## config.mk

```make
export PLATFORM = sky130hd
export DESIGN_NAME = shc_spi_port
export DESIGN_NICKNAME = d
export VERILOG_FILES = /design/src/rtl/shc_pkg.sv /design/src/rtl/shc_sync2.sv /design/src/rtl/shc_rate_div.sv /design/src/rtl/shc_spi_port.sv
export VERILOG_INCLUDE_DIRS = /design/src /design/src/rtl
export SDC_FILE = /design/constraint.sdc
export NUM_CORES = 1
export LEC_CHECK = 0
export ABC_AREA = 1
export BUFFER_PORTS_ARGS = -buffer_cell sky130_fd_sc_hd__buf_4
export CAP_MARGIN = 25
export CORE_MARGIN = 2
export CORE_UTILIZATION = 50
export DETAILED_ROUTE_END_ITERATION = 7
export PLACE_DENSITY = 0.66
export SLEW_MARGIN = 10
export SYNTH_ARGS = -nofsm -noshare
export SYNTH_HDL_FRONTEND = slang
export SYNTH_SLANG_ARGS = --single-unit
```

## constraint.sdc

```tcl
create_clock -name ref_clk -period 5.3 [get_ports ref_clk]
set_input_delay 0.53 -clock ref_clk [delete_from_list [all_inputs] [get_ports ref_clk]]
set_output_delay 0.53 -clock ref_clk [all_outputs]
set_load 0.03 [all_outputs]
```

## src/rtl/shc_consts.svh

```systemverilog
// Constants for the host/client serial port: register map, fields, modes, timing
//
// Behaviour
// - Full byte goes to buffer, sets flags
// - Write during shifting discarded, collision flag set
// - Collision flag sticky; blocks writes until cleared
// - Buffer read clears buffer-full flag
// - Shift MSB first; only reached via buffer
// - Host starts shifting on buffer write
// - Receive-only host keeps shifting input
// - Host rate: /4, /16, /64, timer, reload
// - Polarity sets idle; edge bit picks launch
// - Edge bit set: data valid before edge
// - Client shifts on external clock; flags byte
// - Client keeps shifting while device sleeps
// - Overwrite enable accepts writes when unread
// - Mode code 0100 selects select-pin client
// - Select low enables shifting, drives output
// - Select high floats data output once synchronised, even mid-byte
// - Select high or disable zeroes bit counter
// - Host sleep freezes transfer, then resumes
// - Buffer write loads shift register too
// - Launch one edge, capture opposite edge
`ifndef SHC_CONSTS_SVH
`define SHC_CONSTS_SVH

// Register offsets
`define SHC_ADDR_STAT   3'h0
`define SHC_ADDR_CTRL1  3'h1
`define SHC_ADDR_CTRL3  3'h2
`define SHC_ADDR_BUF    3'h3
`define SHC_ADDR_RELOAD 3'h4
`define SHC_ADDR_IRQ    3'h5

// Field positions
`define SHC_STAT_PHASE  7
`define SHC_STAT_CKE    6
`define SHC_STAT_FULL   0
`define SHC_CTRL1_COLL  7
`define SHC_CTRL1_EN    5
`define SHC_CTRL1_POL   4
`define SHC_CTRL3_OVWR  4
`define SHC_CTRL3_SDOFF 0
`define SHC_IRQ_FLAG    0

// Mode codes in the low nibble of control register 1
`define SHC_MODE_DIV4   4'h0
`define SHC_MODE_DIV16  4'h1
`define SHC_MODE_DIV64  4'h2
`define SHC_MODE_TMR    4'h3
`define SHC_MODE_CL_SS  4'h4
`define SHC_MODE_CL     4'h5
`define SHC_MODE_RELOAD 4'hA

// Half bit periods in clocks for the fixed host rates
`define SHC_HALF_DIV4   9'h002
`define SHC_HALF_DIV16  9'h008
`define SHC_HALF_DIV64  9'h020

// Transfer geometry
`define SHC_LAST_BIT    4'h7
`define SHC_LAST_HALF   5'h0F
`define SHC_RST_BYTE    8'h00

`endif

```

## src/rtl/shc_pkg.sv

```systemverilog
// Types used by the serial port top module
package shc_pkg;

  // Host sequencer states
  typedef enum logic [0:0] {
    SHC_IDLE  = 1'b0,
    SHC_SHIFT = 1'b1
  } shc_state_t;

  // Complete state of the port top module
  typedef struct packed {
    shc_state_t  st;       // Host sequencer
    logic        sck;      // Clock pin level
    logic        sck_oe;   // Clock pin drive
    logic        sdo;      // Data pin level
    logic        sdo_oe;   // Data pin drive
    logic [7:0]  sr;       // Shift register
    logic [7:0]  xbuf;     // Transfer buffer
    logic        buffer_full_flag;        // Buffer full
    logic        irq;                     // Port interrupt flag
    logic        write_collision_flag;    // Write collision
    logic [3:0]  cnt;      // Bit counter
    logic [4:0]  half;     // Host half periods done
    logic        en;       // Port enable
    logic        clock_idle_polarity;     // Clock idle level
    logic        cke;                     // Launch on trailing edge
    logic        input_sample_phase;      // Sample phase bit
    logic [3:0]  mode;                    // Mode code
    logic        buffer_overwrite_enable; // Buffer overwrite enable
    logic        sdo_off;  // Receive-only host
    logic [7:0]  add;      // Rate reload value
    logic [7:0]  rdata;    // Read data
    logic        sck_q;    // Previous synced client clock
  } shc_port_t;

endpackage

```

## src/rtl/shc_sync2.sv

```systemverilog
// Two-stage synchroniser for a group of levels
`timescale 1ns/1ps
module shc_sync2 #(
  parameter int WIDTH = 3  // Levels carried
) (
  input  wire logic             ref_clk, // System clock
  input  wire logic             rst_n,   // Async reset, active low
  input  wire logic [WIDTH-1:0] d,       // Asynchronous levels
  output logic      [WIDTH-1:0] q        // Synchronised levels
);
  // Stage one feeds only stage two
  typedef struct packed {
    logic [WIDTH-1:0] s1; // First stage
    logic [WIDTH-1:0] s2; // Second stage
  } shc_sync_t;

  shc_sync_t sync_reg;  // Present state
  shc_sync_t sync_next; // Next state

  generate
    if (WIDTH < 1) begin : g_chk
      $error("shc_sync2: WIDTH must be at least 1");
    end
  endgenerate

  // Shift along the chain
  always_comb begin
    sync_next    = sync_reg;
    sync_next.s1 = d;
    sync_next.s2 = sync_reg.s1;
  end

  // Register stage
  always_ff @(posedge ref_clk or negedge rst_n) begin
    if (!rst_n) begin
      sync_reg <= '0;
    end else begin
      sync_reg <= sync_next;
    end
  end

  assign q = sync_reg.s2;
endmodule

```

## src/rtl/shc_rate_div.sv

```systemverilog
`include "shc_consts.svh"
// Host bit-rate generator: one tick per half bit period
`timescale 1ns/1ps
module shc_rate_div #(
  parameter int CNT_W = 9  // Counter width
) (
  input  wire logic       ref_clk, // System clock
  input  wire logic       rst_n,   // Async reset, active low
  input  wire logic [3:0] mode,    // Rate mode code
  input  wire logic [7:0] reload,  // Reload value
  input  wire logic       run,     // Count enable
  input  wire logic       clr,     // Restart the period
  input  wire logic       tmr_tick,// Timer-two output pulse
  output logic            tick     // Half period elapsed
);
  typedef struct packed {
    logic [CNT_W-1:0] cnt; // Clocks into the half period
  } shc_div_t;

  shc_div_t   div_reg;  // Present state
  shc_div_t   div_next; // Next state
  logic [8:0] half;     // Half period length

  generate
    if (CNT_W < 9) begin : g_chk
      $error("shc_rate_div: CNT_W must be at least 9");
    end
  endgenerate

  // host rate choice
  // Half period select; reload rate is 2*(n+1) clocks per half
  always_comb begin
    if (mode == `SHC_MODE_DIV16) begin
      half = `SHC_HALF_DIV16;
    end else if (mode == `SHC_MODE_DIV64) begin
      half = `SHC_HALF_DIV64;
    end else if (mode == `SHC_MODE_RELOAD) begin
      half = {reload, 1'b0} + 9'h002;
    end else begin
      half = `SHC_HALF_DIV4;
    end
  end

  // Counter holds while paused, so a frozen transfer resumes mid-period
  always_comb begin
    div_next = div_reg;
    tick     = 1'b0;
    if (clr) begin
      div_next.cnt = '0;
    end else if (run && mode == `SHC_MODE_TMR) begin
      tick = tmr_tick;
    end else if (run) begin
      if (div_reg.cnt == CNT_W'(half - 9'h001)) begin
        tick         = 1'b1;
        div_next.cnt = '0;
      end else begin
        div_next.cnt = div_reg.cnt + 1'b1;
      end
    end
  end

  // Register stage
  always_ff @(posedge ref_clk or negedge rst_n) begin
    if (!rst_n) begin
      div_reg <= '0;
    end else begin
      div_reg <= div_next;
    end
  end
endmodule

```

## src/rtl/shc_spi_port.sv

```systemverilog
`include "shc_consts.svh"
// Byte-wide serial port, host or client, with its register file
`timescale 1ns/1ps
module shc_spi_port (
  input  wire logic       ref_clk,   // System clock, 100 MHz
  input  wire logic       rst_n,     // Async reset, active low
  input  wire logic [2:0] addr,      // Register address
  input  wire logic [7:0] wdata,     // Write data
  input  wire logic       wr,        // Write strobe
  input  wire logic       rd,        // Read strobe
  output logic      [7:0] rdata,     // Read data, cycle after rd
  input  wire logic       sleep_req, // Device asleep
  input  wire logic       tmr_tick,  // Timer-two output pulse
  input  wire logic       sck_in,    // Clock pin input
  output logic            sck_out,   // Clock pin output
  output logic            sck_oe,    // Clock pin drive enable
  input  wire logic       sdi,       // Data input pin
  output logic            sdo_out,   // Data output pin
  output logic            sdo_oe,    // Data output drive enable
  input  wire logic       ss_n,      // Client select, active low
  output logic            irq_flag   // Port interrupt flag
);
  shc_pkg::shc_port_t r;      // Present state (state_reg)
  shc_pkg::shc_port_t n;      // Next state (state_next)
  logic [2:0]         syn;    // Synced sck, ss_n, sdi
  logic               rate_tick; // Host half period tick
  logic               host;   // Host mode selected
  logic               ss_ctl; // Select-pin control on
  logic               cl_on;  // Client selected and enabled
  logic               lead;   // Idle-to-active edge
  logic               trail;  // Active-to-idle edge
  logic               cap;    // Capture edge
  logic               launch; // Launch edge
  logic               done;   // Byte complete
  logic               done_h; // Host byte complete
  logic               busy;   // Byte in flight
  logic               buf_wr; // Buffer write strobe
  logic               din;    // Data bit being captured
  logic               port_rst; // Bit counter reset

  // Client pins cross into the system clock before use
  shc_sync2 #(
    .WIDTH (3)
  ) u_sync (
    .ref_clk (ref_clk),
    .rst_n   (rst_n),
    .d       ({sck_in, ss_n, sdi}),
    .q       (syn)
  );

  // sleep stops the rate ticks
  // Host bit clock source; paused while asleep
  shc_rate_div #(
    .CNT_W (9)
  ) u_rate (
    .ref_clk  (ref_clk),
    .rst_n    (rst_n),
    .mode     (r.mode),
    .reload   (r.add),
    .run      (r.st == shc_pkg::SHC_SHIFT && !sleep_req),
    .clr      (r.st == shc_pkg::SHC_IDLE),
    .tmr_tick (tmr_tick),
    .tick     (rate_tick)
  );

  // Mode decode
  always_comb begin
    host   = (r.mode != `SHC_MODE_CL_SS) && (r.mode != `SHC_MODE_CL);
    ss_ctl = (r.mode == `SHC_MODE_CL_SS);
    cl_on  = r.en && !host && !(ss_ctl && syn[1]);
    port_rst = !r.en || (ss_ctl && syn[1]);
    buf_wr = wr && addr == `SHC_ADDR_BUF;
  end

  // Next-state logic for the whole port
  always_comb begin
    n       = r;
    n.rdata = `SHC_RST_BYTE;
    lead    = 1'b0;
    trail   = 1'b0;
    done_h  = 1'b0;
    n.sck_q = syn[2];

    // Register writes other than the buffer
    if (wr && addr == `SHC_ADDR_STAT) begin
      n.input_sample_phase = wdata[`SHC_STAT_PHASE];
      n.cke                = wdata[`SHC_STAT_CKE];
    end else if (wr && addr == `SHC_ADDR_CTRL1) begin
      n.write_collision_flag = r.write_collision_flag & wdata[`SHC_CTRL1_COLL];
      n.en                   = wdata[`SHC_CTRL1_EN];
      n.clock_idle_polarity  = wdata[`SHC_CTRL1_POL];
      n.mode                 = wdata[3:0];
    end else if (wr && addr == `SHC_ADDR_CTRL3) begin
      n.buffer_overwrite_enable = wdata[`SHC_CTRL3_OVWR];
      n.sdo_off = wdata[`SHC_CTRL3_SDOFF];
    end else if (wr && addr == `SHC_ADDR_RELOAD) begin
      n.add = wdata;
    end else if (wr && addr == `SHC_ADDR_IRQ && wdata[`SHC_IRQ_FLAG]) begin
      n.irq = 1'b0;
    end

    // Register reads; the shift register itself has no address
    if (rd) begin
      if (addr == `SHC_ADDR_STAT) begin
        n.rdata = {r.input_sample_phase, r.cke, 5'h00, r.buffer_full_flag};
      end else if (addr == `SHC_ADDR_CTRL1) begin
        n.rdata = {r.write_collision_flag, 1'b0, r.en, r.clock_idle_polarity, r.mode};
      end else if (addr == `SHC_ADDR_CTRL3) begin
        n.rdata = {3'h0, r.buffer_overwrite_enable, 3'h0, r.sdo_off};
      end else if (addr == `SHC_ADDR_BUF) begin
        n.rdata = r.xbuf;
        n.buffer_full_flag = 1'b0;
      end else if (addr == `SHC_ADDR_RELOAD) begin
        n.rdata = r.add;
      end else if (addr == `SHC_ADDR_IRQ) begin
        n.rdata = {7'h00, r.irq};
      end else begin
        n.rdata = `SHC_RST_BYTE;
      end
    end

    // Host clock generator; each tick is one edge
    case (r.st)
      shc_pkg::SHC_IDLE: begin
        n.sck = r.clock_idle_polarity;
      end
      shc_pkg::SHC_SHIFT: begin
        if (rate_tick) begin
          n.sck  = ~r.sck;
          lead   = (r.sck == r.clock_idle_polarity);
          trail  = !lead;
          n.half = r.half + 1'b1;
          if (r.half == `SHC_LAST_HALF) begin
            done_h = 1'b1;
            n.st   = shc_pkg::SHC_IDLE;
          end
        end
      end
      default: begin
        n.st = shc_pkg::SHC_IDLE;
      end
    endcase

    // client edges come only from the pin
    // sleep_req is not looked at here, so a client byte completes asleep
    if (cl_on) begin
      lead  = (syn[2] != r.clock_idle_polarity) && (r.sck_q == r.clock_idle_polarity);
      trail = (syn[2] == r.clock_idle_polarity) && (r.sck_q != r.clock_idle_polarity);
    end

    cap    = r.cke ? lead : trail;
    launch = r.cke ? trail : lead;
    // host samples the pin even when not driving output
    din    = host ? sdi : syn[0];

    // shift towards the MSB, output from bit 7
    if (launch) begin
      n.sdo = r.sr[7];
    end
    if (cap) begin
      n.sr  = {r.sr[6:0], din};
      n.cnt = r.cnt + 1'b1;
    end

    // Byte boundary; client completes on eighth capture
    done = host ? done_h : (cap && r.cnt == `SHC_LAST_BIT);
    if (done) begin
      n.xbuf = n.sr;
      n.buffer_full_flag = 1'b1;
      n.irq  = 1'b1;
      n.cnt  = 4'h0;
    end

    if (port_rst) begin
      n.cnt = 4'h0;
      if (!r.en) begin
        n.st = shc_pkg::SHC_IDLE;
      end
    end

    // A capture this cycle also counts as in flight
    busy = host ? (r.st == shc_pkg::SHC_SHIFT) : (r.cnt != 4'h0 || cap);

    // Buffer write; collision and unread-data cases drop it
    if (buf_wr) begin
      if (busy) begin
        n.write_collision_flag = 1'b1;
      end else if (r.write_collision_flag) begin
        n.write_collision_flag = 1'b1;
      end else if (r.buffer_full_flag && !r.buffer_overwrite_enable) begin
        // unread byte blocks unless overwrite on
        n.xbuf = r.xbuf;
      end else begin
        // buffer and shift register load together
        n.xbuf = wdata;
        n.sr   = wdata;
        // MSB on the pin before the first edge
        n.sdo  = wdata[7];
        if (host && r.en) begin
          n.st   = shc_pkg::SHC_SHIFT;
          n.half = 5'h00;
        end
      end
    end

    // Pin drivers; select high floats output
    n.sck_oe = n.en && host;
    n.sdo_oe = host ? (n.en && !n.sdo_off) : cl_on;
  end

  // Single state register
  always_ff @(posedge ref_clk or negedge rst_n) begin
    if (!rst_n) begin
      r <= '0;
    end else begin
      r <= n;
    end
  end

  // Outputs straight from state flops
  assign rdata    = r.rdata;
  assign sck_out  = r.sck;
  assign sck_oe   = r.sck_oe;
  assign sdo_out  = r.sdo;
  assign sdo_oe   = r.sdo_oe;
  assign irq_flag = r.irq;
endmodule

```

==> impl_metrics.json <==
{
  "outcome": "finished clean",
  "gr-total-overflow": 0,
  "die_area_um2": 10100,
  "core_area_um2": 9110,
  "clock_skew_ps": 10.3,
  "portBuffers": 32,
  "holdWs_ps": 112,
  "fin_crit_sh_pct": 63.4,
  "end_kind": "flop",
  "grt_max_degree": 76,
  "clkPwrFrac_pct": 21.9,
  "layout.cells.non_filler": 757,
  "yosysTopAreaCellShare_pct": 40.5,
  "power_frac_seq_pct": 43.0,
  "syn-num-nets": 643,
  "worstPathRequired_ps": 5540,
  "layout.nets": 669,
  "hold_viol_final": 0,
  "area_growth_syn_to_layout_pct": 9.39,
  "via_per_inst": 5.46,
  "yosys-top-cells-area": "dfrtp_1, nand2_1, inv_1, nand3_1, o21ai_0",
  "antenna_found_initial": 0,
  "tightest_slew_ps": 881,
  "seq_area_frac_synth_pct": 40.5,
  "n_antenna_cell": 0,
  "hp-class": "in -> async",
  "drt-initial-drc-count": 234,
  "numCtsBuffers": 9,
  "routed_wl_um": 12200,
  "critPathArrivalTime_ps": 3600,
  "hpwl_um": 9390,
  "wl_per_cell_um": 16.2,
  "die_w_um": 100,
  "p_leak_nw": 2.59,
  "slew_violations": 0,
  "drc_errors": 0,
  "synth_top_area_cell": "dfrtp_1",
  "power_density_nw_per_um2": 359,
  "ctsLongestPathBuffers": 2,
  "rows": 35,
  "maxCapViolations": 0,
  "cts_setup_buffers": 0,
  "async_flop_share_pct": 100,
  "ys_ff_latch": 75,
  "setup_viol_count_final": 0,
  "layout-drive-gt1-share_pct": 14.2,
  "initial_utilization_pct": 50.9,
  "start_kind": "flop",
  "ant_nets": 0,
  "cts_resized": 0,
  "synth_cells": 616,
  "vias": 4132,
  "io_pins": 33,
  "finalCriticalPeriod_ps": 3360,
  "slew_headroom_pct": 41.0,
  "grt_pass1_vias": 3949,
  "syn_area_um2": 4640,
  "cts_hold_buf": 0,
  "peakVddDrop_v": 0.000231,
  "dr.pass1.iters": 5,
  "rsz0062_at_grt": "false",
  "power_frac_comb_pct": 35.1,
  "p_sw_uw": 749,
  "grt_usage_pct": 25.8,
  "cts.clk_slew.worst_paths_ps": 90,
  "clockRootBuffer": "clkbuf_8",
  "yosysWarnings": 0,
  "cts.sinks": 75,
  "tns_ps": 0,
  "placed_cells": 741,
  "htree_levels": 3,
  "switching_share_pct": 41.1,
  "avgSynthCellArea_um2": 7.53,
  "fin_util_pct": 55.7,
  "yosysUniqueCellTypes": 43,
  "cts_tree": "done",
  "place.gp.congestion": 0.988,
  "synth_edf_count": 0,
  "grt_pass1_wl_um": 20200,
  "die_height_um": 100,
  "fmax_ghz": 0.298,
  "path_class": "reg -> reg",
  "ys_dominant_reg_cell": "dfrtp_1",
  "largest_reg_flops": 47,
  "p_int_mw": 1.07,
  "crit_fanout": 18,
  "clk_latency_ps": 360
}
final timing paths:
path,startpoint,to,slack [ps],cells past startpoint
worst max register to register,r[19]$_DFFE_PN0P_,r[30]$_DFF_PN0_,1940,17
min in group ref_clk,sck_in,u_sync.sync_next[2]$_DFF_PN0_,270,1
worst max-delay path,r[19]$_DFFE_PN0P_,r[30]$_DFF_PN0_,1940,17
worst min register to register,u_sync.sync_next[1]$_DFF_PN0_,u_sync.q[1]$_DFF_PN0_,360,0
max in group asynchronous,rst_n,r[41]$_DFFE_PN0P_,4590,2
worst min-delay path,rst_n,r[30]$_DFF_PN0_,110,1
logic make-up (layout without fill, tap and decap cells):
kind of cell	Yosys count	in the layout	share of synthesized area (%)
simple gates	327	327	35.6
buf+inv	129	159	11.8
flops	75	75	40.5
compound gates	69	69	8.55
xor+xnor	9	9	1.70
fa+ha+maj	7	7	1.89
worst max-delay path: stages, from the launching register on:
cell      delay (ps)
dfrtp_1          450
nor2_1           240
nand3_2          180
nand3_2          180
ha_1             230
nand3_1          120
nor2_1           150
nand3b_1          90
nand2_1           80
a21oi_2           80
nand4_4          100
nand3_1          140
nand3_2          160
nand3_2          130
nand2_4          190
nand3_2          250
nor2_1           380
nor2_1            80
cells in the final DEF, fill, tap and decap left out, types with 4 or more instances in the layout:
| cell type | netlist | final |
|---|---|---|
| xor2_1 | 4 | 4 |
| a21oi_1 | 7 | 7 |
| o21ai_0 | 42 | 42 |
| nor3_1 | 11 | 11 |
| dfrtp_1 | 75 | 75 |
| inv_1 | 97 | 97 |
| nand2_4 | 7 | 7 |
| nand2_2 | 12 | 12 |
| nor2_1 | 42 | 42 |
| o221ai_1 | 4 | 4 |
| ha_1 | 7 | 7 |
| nand3_1 | 59 | 59 |
| clkinv_1 | 8 | 8 |
| inv_2 | 5 | 5 |
| buf_4 | 8 | 32 |
| clkbuf_8 | 0 | 9 |
| nand3_2 | 8 | 8 |
| nand4_1 | 30 | 30 |
| xnor2_1 | 5 | 5 |
| nand2_1 | 144 | 144 |
synth_stat cells, types with 8 or more instances:
cell and instances:
nand2_1 144, nor3_1 11, o21ai_0 42, buf_4 8, inv_1 97, nor2_1 42
nand4_1 30, nand3_1 59, nand3_2 8, dfrtp_1 75, nand2_2 12, clkinv_1 8
power by group through the flow:
stage | clock network [mW] | logic, mW | registers, mW
2_1_floorplan | 0 | 0.461 | 0.783
3_3_place_gp | 0 | 0.629 | 0.790
3_5_place_dp | 0 | 0.634 | 0.793
4_1_cts | 0.408 | 0.639 | 0.782
5_1_grt | 0.427 | 0.715 | 0.797
6_report | 0.398 | 0.640 | 0.784
layout make-up:
type	instances	area, µm²
inverter	111	419
clock inverter	5	37.5
clock buffer	10	128
tap	111	139
fill	875	4030
timing repair buffer	33	260
sequential	75	1880
multi-input combinational	412	2210
routing by layer:
layer | wire length [µm] | track usage (%)
met3 | 605 | 3.90
met2 | 5600 | 39.7
met1 | 5640 | 36.2
met4 | 389 | 11.5
met5 | 0 | 0
stage by stage:
step | instance area, µm² | worst slack [ps] | power [mW]
2_1_floorplan | 4640 | 2510 | 1.24
3_3_place_gp | 4890 | 2040 | 1.42
3_5_place_dp | 4890 | 1960 | 1.43
4_1_cts | 5050 | 1960 | 1.83
5_1_grt | 5070 | 1560 | 1.94
6_report | 5070 | 1940 | 1.82
(Power assumes the default switching activity.)
